<file path="config.mk">
export PLATFORM = sky130hd
export DESIGN_NAME = remap_entry_target_decode
export DESIGN_NICKNAME = d
export VERILOG_FILES = /design/src/retd_pkg.sv /design/src/retd_dec_if.sv /design/src/retd_field_decode.sv /design/src/remap_entry_target_decode.sv
export SDC_FILE = /design/constraint.sdc
export NUM_CORES = 1
export LEC_CHECK = 0
export ABC_AREA = 1
export BUFFER_PORTS_ARGS = -buffer_cell sky130_fd_sc_hd__buf_4
export CORE_MARGIN = 2
export CORE_UTILIZATION = 57
export CTS_BUF_LIST = sky130_fd_sc_hd__clkbuf_8
export CTS_CLUSTER_DIAMETER = 40
export CTS_CLUSTER_SIZE = 12
export DETAILED_ROUTE_END_ITERATION = 10
export PLACE_DENSITY = 0.83
export SYNTH_ARGS = -nofsm -noshare
export SYNTH_HDL_FRONTEND = slang
export SYNTH_SLANG_ARGS = --single-unit
export TNS_END_PERCENT = 50
</file>
<file path="constraint.sdc">
create_clock -name clk -period 1.5 [get_ports clk]
set_input_delay 0.3 -clock clk [delete_from_list [all_inputs] [get_ports clk]]
set_output_delay 0.3 -clock clk [all_outputs]
set_load 0.005 [all_outputs]
</file>
<file path="src/retd_pkg.sv">
// Constants for the remap table entry target decoder.
// Assumes a 32-bit Avalon-MM register bus and one 50 MHz clock.
package retd_pkg;

   // Register byte offsets
   localparam logic [4:0] OFS_ENTRY_LO = 5'h00;
   localparam logic [4:0] OFS_ENTRY_HI = 5'h04;
   localparam logic [4:0] OFS_CTRL     = 5'h08;
   localparam logic [4:0] OFS_STATUS   = 5'h0C;
   localparam logic [4:0] OFS_DEST     = 5'h10;
   localparam logic [4:0] OFS_VECTOR   = 5'h14;

   // Control register fields
   localparam int CTRL_MODE_LSB  = 0;
   localparam int CTRL_MODE_MSB  = 2;
   localparam int CTRL_VALID_BIT = 8;
   localparam int CTRL_GO_BIT    = 31;

   // Status register fields
   localparam int STAT_DONE_BIT   = 0;
   localparam int STAT_POSTED_BIT = 1;
   localparam int STAT_RSVD_BIT   = 2;
   localparam int STAT_MODE_BIT   = 3;

   // Entry field positions (bits 63:0 of the table entry)
   localparam int TGT_MSB      = 63;
   localparam int TGT_LSB      = 32;
   localparam int LEG_HI_MSB   = 63;
   localparam int LEG_HI_LSB   = 48;
   localparam int LEG_CLU_MSB  = 47;
   localparam int LEG_CLU_LSB  = 44;
   localparam int LEG_ID_MSB   = 47;
   localparam int LEG_ID_LSB   = 40;
   localparam int LEG_LO_MSB   = 39;
   localparam int LEG_LO_LSB   = 32;
   localparam int RSVD_A_MSB   = 31;
   localparam int RSVD_A_LSB   = 24;
   localparam int VEC_MSB      = 23;
   localparam int VEC_LSB      = 16;
   localparam int KIND_BIT     = 15;
   localparam int RSVD_B_MSB   = 14;
   localparam int RSVD_B_LSB   = 12;
   localparam int SPARE_MSB    = 11;
   localparam int SPARE_LSB    = 8;

   // Reset values
   localparam logic [31:0] RST_WORD = 32'h0000_0000;
   localparam logic [7:0]  RST_VEC  = 8'h00;

   // Platform interrupt modes
   typedef enum logic [2:0] {
      MODE_LEG_CLUSTER = 3'h0,
      MODE_LEG_FLAT    = 3'h1,
      MODE_LEG_PHYS    = 3'h2,
      MODE_EXT_CLUSTER = 3'h3,
      MODE_EXT_PHYS    = 3'h4
   } retd_mode_t;

endpackage : retd_pkg

</file>
<file path="src/retd_dec_if.sv">
// Carries one entry and its decoded fields between top and decoder.
// Assumes the decoder is purely combinational.
`timescale 1ns/1ps
interface retd_dec_if;
   logic [63:0] entry;
   logic [2:0]  mode;
   logic        present;
   logic [31:0] target_identifier;
   logic [7:0]  vector;
   logic        posted;
   logic        rsvd_err;
   logic        mode_err;

   modport ctl (output entry, mode, present,
                input  target_identifier, vector, posted, rsvd_err,
                       mode_err);
   modport dec (input  entry, mode, present,
                output target_identifier, vector, posted, rsvd_err,
                       mode_err);
endinterface : retd_dec_if

</file>
<file path="src/retd_field_decode.sv">
// Combinational field decoder for both halves of a 64-bit remap table entry.
// Assumes the caller registers every result.
`timescale 1ns/1ps
module retd_field_decode (
   // Entry in, fields out
   retd_dec_if.dec d
);

   logic [63:0] e;
   logic        legacy;
   logic        leg_rsvd;
   logic        com_rsvd;

   assign e = d.entry;

   always_comb begin
      d.target_identifier = 32'h0000_0000;
      d.mode_err          = 1'b0;
      legacy              = 1'b0;
      case (d.mode)
         3'(retd_pkg::MODE_LEG_CLUSTER): begin
            legacy = 1'b1;
            d.target_identifier = {24'h00_0000,
               e[retd_pkg::LEG_CLU_MSB:retd_pkg::LEG_CLU_LSB],
               e[retd_pkg::LEG_CLU_LSB-1:retd_pkg::LEG_ID_LSB]}; // [RULE_03]
         end
         3'(retd_pkg::MODE_LEG_FLAT), 3'(retd_pkg::MODE_LEG_PHYS): begin
            legacy = 1'b1;
            d.target_identifier = {24'h00_0000,
               e[retd_pkg::LEG_ID_MSB:retd_pkg::LEG_ID_LSB]}; // [RULE_04]
         end
         3'(retd_pkg::MODE_EXT_CLUSTER), 3'(retd_pkg::MODE_EXT_PHYS): begin
            d.target_identifier =
               e[retd_pkg::TGT_MSB:retd_pkg::TGT_LSB]; // [RULE_06]
         end
         default: begin
            d.mode_err = 1'b1;
         end
      endcase
   end // [RULE_02]

   // Spare bits 11:8 feed nothing below
   assign leg_rsvd = legacy &&
      ((|e[retd_pkg::LEG_HI_MSB:retd_pkg::LEG_HI_LSB]) ||
       (|e[retd_pkg::LEG_LO_MSB:retd_pkg::LEG_LO_LSB])); // [RULE_05]
   assign com_rsvd = (|e[retd_pkg::RSVD_A_MSB:retd_pkg::RSVD_A_LSB]) ||
      (|e[retd_pkg::RSVD_B_MSB:retd_pkg::RSVD_B_LSB]); // [RULE_07] [RULE_11]

   assign d.vector   = e[retd_pkg::VEC_MSB:retd_pkg::VEC_LSB]; // [RULE_08]
   assign d.posted   = e[retd_pkg::KIND_BIT]; // [RULE_09] [RULE_10]
   assign d.rsvd_err = d.present && !d.posted && (leg_rsvd || com_rsvd);

endmodule : retd_field_decode

</file>
<file path="src/remap_entry_target_decode.sv">
// Top of the remap table entry target decoder with Avalon-MM registers.
// Assumes a single clock and synchronous active-high reset.
//
// Chosen here: register access over Avalon-MM and the register addresses.
`timescale 1ns/1ps

// Summary of operation
// RULE_01: Entry bits 63:32 are the target field, used only when present.
// RULE_02: Target field layout follows the selected platform interrupt mode.
// RULE_03: Legacy cluster: destination 7:4 from bits 47:44, 3:0 from 43:40.
// RULE_04: Legacy flat or physical: destination 7:0 taken from bits 47:40.
// RULE_05: Software zeroes bits 63:48 and 39:32 in every legacy format.
// RULE_06: Extended modes: destination 31:0 taken from bits 63:32.
// RULE_07: Software zeroes bits 31:24 and 14:12; checked only when present.
// RULE_08: Bits 23:16 are the vector, used only when present.
// RULE_09: Entry kind bit 15 zero means a remapped interrupt.
// RULE_10: Entry kind bit 15 one means posted; remapped layout not applied.
// RULE_11: Software spare bits 11:8 never affect decoding.
// RULE_12: Outputs register on the edge after a decode; reset clears them.
module remap_entry_target_decode (
   // Clock and reset
   input  wire logic        clk,
   input  wire logic        srst,
   // Avalon-MM slave
   input  wire logic [4:0]  address,
   input  wire logic        read,
   input  wire logic        write,
   input  wire logic [31:0] writedata,
   output logic      [31:0] readdata,
   output logic             waitrequest,
   // Decoded results
   output logic      [31:0] target_identifier,
   output logic      [7:0]  vector,
   output logic             posted,
   output logic             out_valid,
   output logic             rsvd_err
);

   retd_dec_if dif ();

   logic [31:0] entry_lo;
   logic [31:0] entry_hi;
   logic [2:0]  mode;
   logic        present;
   logic        go;
   logic        mode_err;
   logic        acc;
   logic [31:0] next_readdata;

   assign dif.entry   = {entry_hi, entry_lo};
   assign dif.mode    = mode;
   assign dif.present = present;

   retd_field_decode u_dec (
      .d (dif.dec)
   );

   // Bus accepted at the edge where waitrequest is seen low
   assign acc = (read || write) && !waitrequest;

   always_ff @(posedge clk) begin
      if (srst) begin
         waitrequest <= 1'b1;
      end else begin
         waitrequest <= !((read || write) && waitrequest);
      end
   end

   always_comb begin
      next_readdata = retd_pkg::RST_WORD;
      case (address)
         retd_pkg::OFS_ENTRY_LO: next_readdata = entry_lo;
         retd_pkg::OFS_ENTRY_HI: next_readdata = entry_hi;
         retd_pkg::OFS_CTRL: begin
            next_readdata[retd_pkg::CTRL_MODE_MSB:retd_pkg::CTRL_MODE_LSB]
               = mode;
            next_readdata[retd_pkg::CTRL_VALID_BIT] = present;
         end
         retd_pkg::OFS_STATUS: begin
            next_readdata[retd_pkg::STAT_DONE_BIT]   = out_valid;
            next_readdata[retd_pkg::STAT_POSTED_BIT] = posted;
            next_readdata[retd_pkg::STAT_RSVD_BIT]   = rsvd_err;
            next_readdata[retd_pkg::STAT_MODE_BIT]   = mode_err;
         end
         retd_pkg::OFS_DEST:   next_readdata = target_identifier;
         retd_pkg::OFS_VECTOR: next_readdata = {24'h00_0000, vector};
         default:              next_readdata = retd_pkg::RST_WORD;
      endcase
   end

   always_ff @(posedge clk) begin
      if (srst) begin
         readdata <= retd_pkg::RST_WORD;
      end else if (read && waitrequest) begin
         readdata <= next_readdata;
      end
   end

   // Register writes
   always_ff @(posedge clk) begin
      if (srst) begin
         entry_lo <= retd_pkg::RST_WORD;
         entry_hi <= retd_pkg::RST_WORD;
         mode     <= 3'h0;
         present  <= 1'b0;
      end else if (acc && write) begin
         case (address)
            retd_pkg::OFS_ENTRY_LO: entry_lo <= writedata;
            retd_pkg::OFS_ENTRY_HI: entry_hi <= writedata;
            retd_pkg::OFS_CTRL: begin
               mode <= writedata[retd_pkg::CTRL_MODE_MSB:
                                 retd_pkg::CTRL_MODE_LSB];
               present <= writedata[retd_pkg::CTRL_VALID_BIT];
            end
            default: begin
            end
         endcase
      end
   end

   // Decode launch one cycle after the control write
   always_ff @(posedge clk) begin
      if (srst) begin
         go <= 1'b0;
      end else begin
         go <= acc && write && (address == retd_pkg::OFS_CTRL) &&
               writedata[retd_pkg::CTRL_GO_BIT];
      end
   end

   // Result registers
   always_ff @(posedge clk) begin
      if (srst) begin
         target_identifier <= retd_pkg::RST_WORD;
         vector            <= retd_pkg::RST_VEC;
         posted            <= 1'b0;
         out_valid         <= 1'b0;
         rsvd_err          <= 1'b0;
         mode_err          <= 1'b0; // [RULE_12]
      end else if (go) begin
         out_valid <= present && !dif.mode_err; // [RULE_01]
         posted    <= present && dif.posted; // [RULE_10]
         rsvd_err  <= dif.rsvd_err; // [RULE_07]
         mode_err  <= dif.mode_err;
         if (present && !dif.posted && !dif.mode_err) begin
            target_identifier <= dif.target_identifier; // [RULE_01]
            vector            <= dif.vector; // [RULE_08] [RULE_09]
         end else begin
            target_identifier <= retd_pkg::RST_WORD;
            vector            <= retd_pkg::RST_VEC;
         end
      end
   end
endmodule : remap_entry_target_decode

</file>
* After elaboration in Yosys (flattened, before gate mapping)
Cells that the tools add are included.
Storage, ports and cells: register bits 146, input port bits 41, output and inout bits 76
Cells by class: equal/unequal tests 9, muxes and demuxes 10, reduce and logical (&&, ||, !) cells 31
Operator list (count):
- case mux 23 bit (3 select lines) | 1
- case mux 32 bit (2 select lines) | 1
- two-way mux 32 bit | 1
- case mux 3 bit (6 select lines) | 1
- case mux 4 bit (4 select lines) | 1
- OR reduction 16 bit | 1
- OR reduction 8 bit | 2
- logical AND 1 bit | 12
- equality test 5 x 4 -> 1 bit (second input constant) | 2
- equality test 5 bit (second input constant) | 2
- two-way mux 8 bit | 1
- equality test 3 x 2 -> 1 bit (second input constant) | 2
- AND reduction 2 bit | 3
- OR reduction 3 bit | 2
- equality test 5 x 3 -> 1 bit (second input constant) | 1
- zero test 5 bit | 1
- case mux 1 bit (5 select lines) | 1
- OR reduction 5 bit | 1
- logical OR 1 bit | 4
- case mux 1 bit (4 select lines) | 1
- equality test 3 x 1 -> 1 bit (second input constant) | 1
- equality test 3 bit (second input constant) | 1
- zero test 1 bit | 3
- zero test 3 bit | 1
- other kinds (2) | 3

* Longest topological paths before layout
depth in word-level cells 6, depth in mapped cells 10

* Cells and area by module
From an unflattened synthesis, not the netlist that was laid out.
Unflattened totals: cell total of the unflattened synthesis 933, area, all modules 6477.5 µm²
Modules (own cells, without submodules):
- remap_entry_target_decode | times used 1, cells an instance 816, area an instance 5883.1 µm²
- retd_field_decode | times used 1, cells an instance 117, area an instance 594.3 µm²

* Worst setup path after synthesis
OpenSTA, ideal clock, no wires.
kind reg-to-reg, start register mode[1], in the netlist dif.mode[1], end register target_identifier[27], setup time 0.132 ns, data arrival time 1.220 ns, slack 0.147 ns, stages on the path, launching flop included 9, buffers on the path 1, clock period less this slack 1.353 ns, cells stage by stage dfxtp_1 inv_1 a21oi_1 nor2_1 nand2_2 inv_2 buf_4 nand2_1 a21oi_1
Between the ends: word-level cells in the longest chain between the ends 4, elaborated cells between the ends (all ways) 11
RTL lines:
- start, declared | RTL line remap_entry_target_decode.sv:43 | logic [2:0] mode;
- start signal, assigned | RTL line remap_entry_target_decode.sv:111 | mode <= writedata[retd_pkg::CTRL_MODE_MSB:
- equality test 3 x 1 -> 1 bit (tied with other cells) | RTL line retd_field_decode.sv:20 | case (d.mode)
- OR reduction 3 bit (no source line) (tied with other cells)
- case mux 32 bit (2 select lines) / logical AND 1 bit (equally long branches) | RTL line retd_field_decode.sv:20, remap_entry_target_decode.sv:145
- two-way mux 32 bit (*) | RTL line remap_entry_target_decode.sv:145 | if (present && !dif.posted && !dif.mode_err) begin
- end signal, assigned | RTL line remap_entry_target_decode.sv:134 | target_identifier <= retd_pkg::RST_WORD;
- end signal, assigned | RTL line remap_entry_target_decode.sv:146 | target_identifier <= dif.target_identifier;
- end signal, assigned | RTL line remap_entry_target_decode.sv:149 | target_identifier <= retd_pkg::RST_WORD;
- end, declared | RTL line remap_entry_target_decode.sv:32 | output logic [31:0] target_identifier,
Every way passes the cells marked *; elsewhere a longest branch is shown, timed or not. A chain may end at the register's enable or synchronous reset.

* Worst setup path in the final report
start register entry_lo[15], end register target_identifier[4]
Between the ends: word-level cells in the longest chain between the ends 4
RTL lines:
- start, declared | RTL line remap_entry_target_decode.sv:41 | logic [31:0] entry_lo;
- start signal, assigned | RTL line remap_entry_target_decode.sv:102 | entry_lo <= retd_pkg::RST_WORD;
- start signal, assigned | RTL line remap_entry_target_decode.sv:108 | retd_pkg::OFS_ENTRY_LO: entry_lo <= writedata;
- zero test 1 bit | RTL line remap_entry_target_decode.sv:145
- logical AND 1 bit (2 in series) | RTL line remap_entry_target_decode.sv:145
- two-way mux 32 bit | RTL line remap_entry_target_decode.sv:145
No other way between the ends.

==> reports/results.txt <==
Worst slack, placed -> -0.116 ns
Synth warn -> 0
Post-route ant nets -> 0
Top-count cell post-synth -> nand2_1
Final WL -> 18.7 mm
Initial antenna violation count -> 1
Crit-path max FO -> 16
Core box area -> 0.0107 sq mm
Via-to-Cell Ratio -> 5.57
1st-pass router iterations -> 8
Top FF cell, synth -> dfxtp_1
Worst setup path class -> reg2reg
Fin util -> 73.1%
Finished Cell Area -> 0.00782 sq mm
Worst setup EP type -> flip-flop
Initial Util -> 57.8%
Crit path cell chain -> nand3b_1 > nor2_4 > buf_4 > nand3_1 > o211ai_1 > nand2_1 > inv_1
CP max stage delay -> 0.33 ns
Worst-path clk slew -> 0.09 ns
# DRC -> 0
DR WL/cell -> 16.2 um
Post-synth top area cell -> dfxtp_1
Pwr/cell area -> 922 mW/mm^2
Status -> completed
Multi-input gate area -> 0.00280 sq mm
Net Count, Synth -> 909
Fin. Hold Viols -> 0
Peak supply drop -> 0.510 mV
Min-delay src -> write
Power Total -> 7210 uW
Worst EP arrival -> 1.78 ns
# diodes -> 0
Ys async rst share -> 0%
Synth unique cells -> 27
Hold Path End -> waitrequest
Layout Nets -> 1044
R2R Path End -> target_identifier[4]
Min-Delay Path Depth -> 2
Slew margin rel. -> 69.9%
GPL Wtd Cong -> 0.930
Startpoint Class -> flip-flop
FF/Latch Area -> 0.00292 sq mm
Worst-margin pin slew -> 0.452 ns
Clk buf depth -> 2
Post-route insts no fill -> 1156
Vias in the first global route -> 5601
Max Cap Viol -> 0
# IOs -> 117
Reg-to-reg startpoint -> entry_lo[15]
First-pass GRT wire length -> 28.8 mm
Max Freq -> 721 MHz
Clock root cell -> clkbuf_8
Syn-to-layout area delta -> 26.4%
Final Cycle Share -> 92.4%
1st-iter DRT viols -> 737
Synthesized area per cell -> 7.12 sq um
Clock sinks -> 146
Sequential share of the synthesized area -> 47.3%
Die Area -> 0.0117 sq mm
FILL cells -> 870
Tmin final -> 1.39 ns
Worst min path class -> in2reg
Mapped Area -> 0.00618 sq mm
H-tree depth -> 4
Placement Cell Area -> 0.00744 sq mm
Largest net degree at the start of global routing -> 49
Pleak -> 0.00332 uW
Internal reg-to-reg setup slack -> 0.11 ns
Final Slew Violations -> 0
Total CTS buffers -> 17
Hpwl dp -> 13.1 mm
CTS tree -> built
Top cells by count, synth -> nand2_1 (255), dfxtp_1 (146), nor2_1 (121)
Seq cells post-synth -> 146
EDFF count, synth -> 0
Cells taking the most area after synthesis -> dfxtp_1 (47%), nand2_1 (15%), nor2_1 (7.3%)
Layout cells sized above 1 -> 22.1%
Die Wd -> 108 um
Synth top area share -> 47.3%
Final WS setup -> 0.114 ns
Clock latency on the worst-skew pair -> 0.45 ns
Placed cells -> 1124
Req. time, crit path -> 1.89 ns
Final setup fails -> 0
Setup bufs post-CTS -> 0
R2r worst-path depth -> 7
Via count -> 6443
Cells after Synth -> 868
Gr usage total -> 32.0%
Clk_skew -> 0.0162 ns
# rows -> 38
Worst path slowest cell -> dfxtp_1
Die height -> 108 um
RSZ-0062 raised after global routing -> false
Port Buffers -> 116
Grt ovf -> 0
kinds of logic (layout without fill, tap and decap cells):
family | Yosys count | count (layout) | share of synthesized area (%)
buf+inv | 96 | 244 | 7.43
flops | 146 | 146 | 47.3
compound gates | 184 | 184 | 15.9
simple gates | 442 | 442 | 29.4
report_power, final:
part           leakage, uW  switching (uW)  total (uW)  internal, uW
Combinational      0.00196             242         407           165
Clock             0.000184            1660        2900          1240
Sequential         0.00118            12.6        3900          3890
Total              0.00332            1920        7210          5290
flip-flops by register name (all words and copies together), names as in the netlist, 3 cells and up:
name               cells
dif.mode               3
entry_hi              32
entry_lo              32
readdata              32
target_identifier     32
vector                 8
cell type report:
class | instances | area share, %
flip-flops and latches | 146 | 37.4
multi-input cells | 626 | 35.9
repair buffers | 165 | 17.4
clock buffers | 18 | 3.17
inverters | 47 | 2.35
well taps | 140 | 2.24
clock inverters | 14 | 1.55
what timing repair did:
action	4_1_cts	5_1_grt
endpoints found under the setup margin	7	8
endpoints found under the hold margin	0	0
pin swaps	0	0
hold buffers	0	0
resized for setup	1	3
placed cells by master (no fill, tap or decap):
cell | netlist | routed
nand2_1 | 255 | 255
buf_4 | 2 | 155
dfxtp_1 | 146 | 146
nor2_1 | 121 | 120
a21oi_1 | 90 | 90
o21ai_0 | 74 | 74
inv_1 | 40 | 40
nand3_1 | 31 | 31
clkbuf_8 | 0 | 18
nand4_1 | 15 | 15
buf_12 | 1 | 10
o211ai_1 | 9 | 9
nand2_2 | 6 | 6
nor2_4 | 5 | 5
inv_2 | 6 | 5
o21ai_1 | 5 | 5
o211ai_2 | 5 | 5
nor2_2 | 3 | 4
inv_8 | 0 | 4
inv_6 | 0 | 4
nor3_1 | 3 | 3
clkinv_4 | 0 | 3
clkinvlp_4 | 0 | 3
clkinv_1 | 1 | 2
nand3_2 | 1 | 1
nand2_4 | 1 | 1
nand3b_1 | 1 | 1
a21oi_2 | 1 | 1
per-layer routing:
metal  part of all wire [%]  routed length, um  track usage (%)  up-vias
li1                       -                  -                -     3074
met1                     41               7760             43.7     2928
met2                     46               8600             50.3      393
met3                     10               1960             6.93       48
met4                    2.3                434             11.4        0
met5                      0                  0                0        -
critical path, delay by kind of cell, from the launching register on:
family | cells | cell delay (ns)
simple gates | 4 | 0.59
flops | 1 | 0.33
buf+inv | 2 | 0.29
compound gates | 1 | 0.12
through the flow:
| stage | TNS [ns] | hold WS (ns) |
|---|---|---|
| 2_1_floorplan | 0 | 0.416 |
| 3_3_place_gp | -0.732 | 0.448 |
| 3_5_place_dp | -2.50 | 0.444 |
| 4_1_cts | 0 | 0.0539 |
| 5_1_grt | 0 | 0.0697 |
| 6_report | 0 | 0.0655 |
worst max-delay path by stage:
stage	from	slack (ns)	end
floorplan	address[3]	0.15	entry_lo[12]
global placement	address[1]	-0.07	dif.present
detailed placement	address[1]	-0.12	entry_hi[15]
CTS	waitrequest	0.09	entry_lo[8]
global route	dif.mode[1]	0.008	target_identifier[6]
finish	entry_lo[15]	0.11	target_identifier[4]
Power figures use the tool's default switching activity.
